===== src/sac_pkg.sv =====
// Shared constants and types for the step attenuator control block.
// Assumes a single 200 MHz system clock; every pin is asynchronous to it.
package sac_pkg;

  // Frame layout
  localparam int SAC_FRAME_BITS = 28; // Data bits per serial frame
  localparam int SAC_WORD_BITS = 5; // Bits in one attenuation word
  localparam int SAC_NUM_PRESETS = 4; // Stored preset words
  localparam int SAC_PRESET1_LSB = 8; // Lowest bit of preset one; bits below are reserved
  localparam int SAC_BITCNT_W = 6; // Width of the frame bit counter

  // Reset values
  localparam logic [4:0] SAC_PRESET_RST = 5'h00; // Presets start at no attenuation
  localparam logic [4:0] SAC_ATTEN_RST = 5'h00; // Applied setting after reset
  localparam logic [10:0] SAC_PINS_RST = 11'h400; // Chip select idles high, rest low

  // Timing
  localparam int SAC_CLK_PERIOD_NS = 5; // System clock period
  localparam int SAC_SWITCH_NS = 25; // Longest pin-to-setting switching time
  localparam int SAC_SWITCH_CYC = SAC_SWITCH_NS / SAC_CLK_PERIOD_NS; // Rounded down

  // Pins sampled from the outside world, kept together so they share one delay
  typedef struct packed {
    logic csn; // Chip select, active low
    logic sclk; // Serial clock
    logic sdi; // Serial data
    logic intf_sel; // 1 = serial presets, 0 = parallel bus
    logic sel_hi; // Upper preset-select pin
    logic sel_lo; // Lower preset-select pin
    logic [4:0] par; // Parallel attenuation bus, bit 0 = 1 dB
  } sac_pins_t;

  // Synchroniser state
  typedef struct packed {
    sac_pins_t ff1; // First stage, read only by the second
    sac_pins_t ff2; // Second stage
    sac_pins_t ff3; // Third stage
    sac_pins_t out; // Filtered, agreed value
  } sac_sync_st_t;

  // Main block state
  typedef struct packed {
    logic [SAC_FRAME_BITS-1:0] shift; // Serial shift register
    logic [SAC_NUM_PRESETS-1:0][SAC_WORD_BITS-1:0] preset; // Holding registers
    logic [SAC_BITCNT_W-1:0] bit_cnt; // Clocks seen in this frame, saturating
    logic sclk_prev; // Last filtered serial clock
    logic csn_prev; // Last filtered chip select
    logic [SAC_WORD_BITS-1:0] atten; // Applied attenuation
    logic serial_mode; // Applied source
    logic frame_done; // One-cycle latch pulse
    logic frame_bad; // Last frame length was not exact
  } sac_state_t;

endpackage


===== src/sac_step_atten.sv =====
// Control logic of a 5-bit, 1 dB step attenuator: 3-wire serial preset
// loading, preset selection pins and a direct parallel bus.
// Assumes every pin is asynchronous to clk; the serial clock is slow
// enough (48 ns period or more) to be sampled and edge-detected here.
//
// Functional notes
// - Frame is 28 bits, MSB first, one select-low.
// - Shift one bit per serial clock rise while selected.
// - Select rising latches presets and updates setting.
// - Interface select 0 parallel, 1 serial presets.
// - Bits 27..23 form preset four, MSB first.
// - Bits 22..18 form preset three.
// - Bits 17..13 form preset two.
// - Bits 12..8 form preset one.
// - Parallel bit high enables its stage; 1..16dB.
// - Parallel changes apply directly, within 25 ns.
// - Lower select toggles pairs; both reach four.
// - Select pins map to presets one through four.
// - Presets written only by serial frames.
// - Preset switching as fast as parallel.
`timescale 1ns/10ps
module sac_step_atten (
  input wire logic clk, // System clock, 200 MHz
  input wire logic rst, // Asynchronous reset, active high
  input wire logic chip_select_n, // Serial chip select pin, active low
  input wire logic serial_clk, // Serial clock pin
  input wire logic serial_data, // Serial data pin
  input wire logic interface_select, // Source pin: 1 serial, 0 parallel
  input wire logic par_atten_1db, // Parallel 1 dB stage enable
  input wire logic par_atten_2db, // Parallel 2 dB stage enable
  input wire logic par_atten_4db, // Parallel 4 dB stage enable
  input wire logic par_atten_8db, // Parallel 8 dB stage enable
  input wire logic par_atten_16db, // Parallel 16 dB stage enable
  input wire logic preset_sel_lo, // Lower preset-select pin
  input wire logic preset_sel_hi, // Upper preset-select pin
  output logic [sac_pkg::SAC_WORD_BITS-1:0] atten_setting, // Applied stages, bit 0 = 1 dB
  output logic serial_mode, // Setting comes from presets
  output logic frame_latched, // One-cycle pulse after a frame latch
  output logic frame_len_err // Last frame had other than 28 clocks
);
  import sac_pkg::*;

  localparam int SWITCH_CYC = SAC_SWITCH_CYC; // Pin-to-setting budget in cycles
  localparam logic [SAC_BITCNT_W-1:0] CNT_MAX = 6'h3F; // Counter saturation
  localparam logic [SAC_BITCNT_W-1:0] CNT_FRAME = 6'h1C; // Exact frame length

  // Pick one preset word out of a frame; index 0 is preset one
  function automatic logic [SAC_WORD_BITS-1:0] preset_field(
    input logic [SAC_FRAME_BITS-1:0] frame,
    input int unsigned idx
  );
    preset_field = frame[SAC_PRESET1_LSB + idx * SAC_WORD_BITS +: SAC_WORD_BITS];
  endfunction

  // Map select pins to a preset index: lower pin is the index LSB
  function automatic logic [1:0] sel_index(input logic hi, input logic lo);
    sel_index = {hi, lo};
  endfunction

  sac_pins_t pins_raw; // Pins gathered for the synchroniser
  sac_pins_t s; // Filtered pins
  sac_state_t q; // Registered state
  sac_state_t n; // Next state
  logic sclk_rise; // Serial clock rising edge seen
  logic cs_rise; // Chip select rising edge seen
  logic [1:0] sel; // Current preset index

  // Gather pins; all share one synchroniser so data stays aligned to clock
  always_comb begin
    pins_raw.csn = chip_select_n;
    pins_raw.sclk = serial_clk;
    pins_raw.sdi = serial_data;
    pins_raw.intf_sel = interface_select;
    pins_raw.sel_hi = preset_sel_hi;
    pins_raw.sel_lo = preset_sel_lo;
    pins_raw.par = {par_atten_16db, par_atten_8db, par_atten_4db, par_atten_2db,
                    par_atten_1db};
  end

  // Pin synchroniser
  sac_sync u_sync (
    .clk(clk),
    .rst(rst),
    .pins_raw(pins_raw),
    .pins_sync(s)
  );

  // Edge detection on filtered pins
  assign sclk_rise = s.sclk & ~q.sclk_prev;
  assign cs_rise = s.csn & ~q.csn_prev;
  assign sel = sel_index(s.sel_hi, s.sel_lo);

  // Next-state logic for shifting, latching and the applied setting
  always_comb begin
    n = q;
    n.sclk_prev = s.sclk;
    n.csn_prev = s.csn;
    n.frame_done = 1'b0;
    // Shift only while selected; a clock edge with select high is ignored
    if (!s.csn && sclk_rise) begin
      n.shift = {q.shift[SAC_FRAME_BITS-2:0], s.sdi};
      if (q.bit_cnt != CNT_MAX) begin
        n.bit_cnt = q.bit_cnt + 6'h01;
      end
    end
    // Latch on select release; shift register depth keeps the last 28 bits
    if (cs_rise) begin
      for (int i = 0; i < SAC_NUM_PRESETS; i++) begin
        // Bits below preset one are never read
        n.preset[i] = preset_field(q.shift, i);
      end
      n.frame_done = 1'b1;
      n.frame_bad = (q.bit_cnt != CNT_FRAME);
      n.bit_cnt = '0;
    end
    // Source choice; new presets apply in the same cycle as the latch
    n.serial_mode = s.intf_sel;
    if (s.intf_sel) begin
      n.atten = n.preset[sel];
    end else begin
      n.atten = s.par;
    end
  end

  // State register; no reset is documented, so presets clear to zero
  always_ff @(posedge clk or posedge rst) begin
    if (rst) begin
      q.shift <= '0;
      q.preset <= {SAC_NUM_PRESETS{SAC_PRESET_RST}};
      q.bit_cnt <= '0;
      q.sclk_prev <= 1'b0;
      q.csn_prev <= 1'b1;
      q.atten <= SAC_ATTEN_RST;
      q.serial_mode <= 1'b0;
      q.frame_done <= 1'b0;
      q.frame_bad <= 1'b0;
    end else begin
      q <= n;
    end
  end

  // Outputs straight from flip-flops
  assign atten_setting = q.atten;
  assign serial_mode = q.serial_mode;
  assign frame_latched = q.frame_done;
  assign frame_len_err = q.frame_bad;
endmodule // sac_step_atten


===== src/sac_sync.sv =====
// Three-stage synchroniser with agreement filter for all control pins.
// Assumes the pins are quasi-static against clk; a value passes once
// stages two and three agree, so a one-sample glitch is dropped.
`timescale 1ns/10ps
module sac_sync (
  input wire logic clk, // System clock
  input wire logic rst, // Asynchronous reset, active high
  input sac_pkg::sac_pins_t pins_raw, // Raw pin levels
  output sac_pkg::sac_pins_t pins_sync // Filtered pin levels
);
  import sac_pkg::*;

  sac_sync_st_t q; // Registered state
  sac_sync_st_t d; // Next state

  // Shift the stages; update the output only where stages agree
  always_comb begin
    d = q;
    d.ff1 = pins_raw;
    d.ff2 = q.ff1;
    d.ff3 = q.ff2;
    // Bitwise agreement keeps each pin independent of its neighbours
    d.out = (q.ff2 & ~(q.ff2 ^ q.ff3)) | (q.out & (q.ff2 ^ q.ff3));
  end

  // State register; reset loads constants only
  always_ff @(posedge clk or posedge rst) begin
    if (rst) begin
      q <= {4{SAC_PINS_RST}};
    end else begin
      q <= d;
    end
  end

  assign pins_sync = q.out;

endmodule // sac_sync


===== config.mk =====
export PLATFORM = sky130hd
export DESIGN_NAME = sac_step_atten
export DESIGN_NICKNAME = d
export VERILOG_FILES = /design/src/sac_pkg.sv /design/src/sac_step_atten.sv /design/src/sac_sync.sv
export SDC_FILE = /design/constraint.sdc
export NUM_CORES = 1
export LEC_CHECK = 0
export ABC_AREA = 1
export BUFFER_PORTS_ARGS = -buffer_cell sky130_fd_sc_hd__buf_4
export CELL_PAD_IN_SITES_DETAIL_PLACEMENT = 1
export CELL_PAD_IN_SITES_GLOBAL_PLACEMENT = 1
export CORE_ASPECT_RATIO = 0.8
export CORE_MARGIN = 3
export CORE_UTILIZATION = 43
export DETAILED_ROUTE_END_ITERATION = 10
export GPL_TIMING_DRIVEN = 0
export PLACE_DENSITY_LB_ADDON = 0.1
export SLEW_MARGIN = 20
export SYNTH_ARGS = -nofsm -noshare
export SYNTH_HDL_FRONTEND = slang
export SYNTH_SLANG_ARGS = --single-unit

===== constraint.sdc =====
create_clock -name clk -period 3.2 [get_ports clk]
set_input_delay 0.48 -clock clk [delete_from_list [all_inputs] [get_ports clk]]
set_output_delay 0.48 -clock clk [all_outputs]
set_load 0.03 [all_outputs]

==> impl_metrics.yaml <==
clock_tree:
  clk-insertion-delay-late_ps: 350
  htree_levels: 3
  clkTransAtPathRegs_ps: 80
  postCtsHoldBufs: 0
  cts_tree: "done"
  numCtsBuffers: 9
  cts.sinks: 108
  cts_root_buf: "clkbuf_16"
  post_cts_buffers: 0
  cts_resized: 0
  clockBufferDepth: 2
floorplanning:
  rows: 30
  start_util_pct: 45.7
  pin_count: 21
  die_h_um: 92.4
  core_area_um2: 8780
  die_area_um2: 10500
  die_w_um: 114
final_layout:
  drive_gt1_share_pct: 17.0
  regArea_um2: 2710
  multi_input_area_um2: 1050
  diodes: 0
  layout.nets: 416
  nFillCells: 977
  design_area_um2: 4660
  area_growth_pct: 16.2
logic_synthesis:
  synth.distinct_cells: 24
  synth_nets: 382
  netlist_top_cells_area: "dfrtp_1 64%, nand2_1 9.9%, nand3_1 6.7%"
  synth_top_area_share_pct: 64.2
  syn_area_um2: 4010
  synth_ff_type: "dfrtp_1"
  synthCells: 367
  yosys_warnings: 0
  ys_seq_area_share_pct: 67.5
  syn_avg_cell_area_um2: 10.9
  synth_edf_count: 0
  ys_ff_latch: 108
  yosys.area.top_type: "dfrtp_1"
  async_flop_share_pct: 100
sta:
  maxSlewViolCount: 0
  period_minus_slack_ps: 1530
  fin_skew_ps: 4.93
  timing.final.ws_setup_ps: 1670
  finalCritPeriodShare_pct: 47.8
  final.setup.tns_ps: 0
  worst_slew_pin_slew_ps: 482
  hold_violations: 0
  hold_ws_ps: 148
  rsz0062_at_grt: "false"
  max_slew_margin_pct: 67.8
  setup_viol: 0
  max_freq_ghz: 0.654
routing:
  vias: 2619
  first_iter_violations: 108
  routed.top_layer: "met4"
  vias_per_cell: 5.06
  routed_wl_mm: 8.04
  post_drt_wl_per_cell_um: 15.5
  route.detailed.drc: 0
  met2_wirelength_mm: 3.52
  first_pass_iters: 4
  ant_nets: 0
  wl_met3_um: 306
  wl_met1_mm: 4.10
grt:
  gr-total-overflow: 0
  grtUsageTotal_pct: 17.0
  grt_pass1_wl_mm: 13.9
  grt_pass1_vias: 2796
  grt_max_degree: 36
  antenna_found_initial: 0
power_and_ir_drop:
  peakVddDrop_mv: 0.431
  power.density_nw_per_um2: 636
  leakage_nw: 2.30
hold_path:
  hp-class: "in -> async"
outcome:
  status: "finished, final reports clean"
placement:
  io_buffers: 20
  gp_congestion: 0.760
  placed_area_um2: 4370
  post-dp-hpwl_mm: 5.73
  place_ws_ps: 1670
setup_path:
  crit_arrival_ps: 1780
  critPathLaunchType: "flop"
  critical_path_class: "reg -> reg"
  path_max_fanout: 10
  critPathCaptureType: "flop"
  crit_required_ps: 3450
run:
  cap_viol_max_count: 0
[worst paths after layout]
check	startpoint	endpoint	slack, ps	cells after the start
worst min-delay path	rst	q[42]	150	2
worst max register to register	flop	atten_setting[0]	1670	8
worst min register to register	u_sync.d[23]	u_sync.d[12]	350	0
worst max-delay path	flop	atten_setting[0]	1670	8
min in group clk	preset_sel_lo	u_sync.d[27]	230	1
max in group asynchronous	rst	async pin	2470	3
[per-layer routing]
metal  global-route usage [%]  vias to the layer above
met3                     4.70                       13
met4                     5.04                        0
li1                         -                     1250
met1                     24.2                     1327
met2                     25.5                       29
met5                        0                        -
[Yosys cell counts (all sizes together), types with 2 or more instances]
master  count
nand3      54
nor2        6
nand2     109
nand3b      2
dfstp       5
buf        17
inv        23
dfrtp     103
ha          2
o21ai      29
maj3       11
[critical path, cell delays in order, from the launching register on]
cell     delay (ps)
dfstp_2         650
nand2_4         140
buf_6           170
nand2_1          80
nand3_1          80
nand3_1         130
nand2_1          70
nand2_1          60
nand2_1          50
[cell type report]
type,count,share of cell area (%)
flip-flops and latches,108,58.1
multi-input cells,218,22.6
clock buffers,9,4.83
repair buffers,23,4.51
plain buffers,17,3.41
well taps,112,3.01
inverters,24,2.01
clock inverters,7,1.50
[per-stage QoR]
step	std cells	util, %	power [mW]
6_report	518	53.1	2.97
5_1_grt	518	53.1	3.12
4_1_cts	518	53.1	3.01
3_5_place_dp	502	49.7	1.91
3_3_place_gp	499	49.0	1.89
2_1_floorplan	367	-	1.79
[cell families (layout without fill, tap and decap cells)]
family          Yosys count  count (layout)  synth area share (%)
simple gates            173             173                  18.7
compound gates           32              32                  4.24
flops                   108             108                  67.5
fa+ha+maj                13              13                  3.37
buf+inv                  41              80                  6.20
[placed cells by master (no fill, tap or decap), types with 2 or more instances in the layout]
master	instances
nand2_1	106
dfrtp_1	103
nand3_1	54
o21ai_0	28
buf_4	27
inv_1	21
maj3_1	11
buf_6	9
clkbuf_16	9
nor2_1	5
dfstp_2	5
buf_12	3
nand2_2	2
clkinvlp_4	2
nand3b_1	2
ha_1	2
inv_6	2
clkinv_4	2
[report_power, final]
part / internal (mW) / switching, mW
combinational: 0.133 / 0.200
clock: 0.549 / 0.538
sequential: 1.48 / 0.0667
(Power assumes the default switching activity.)
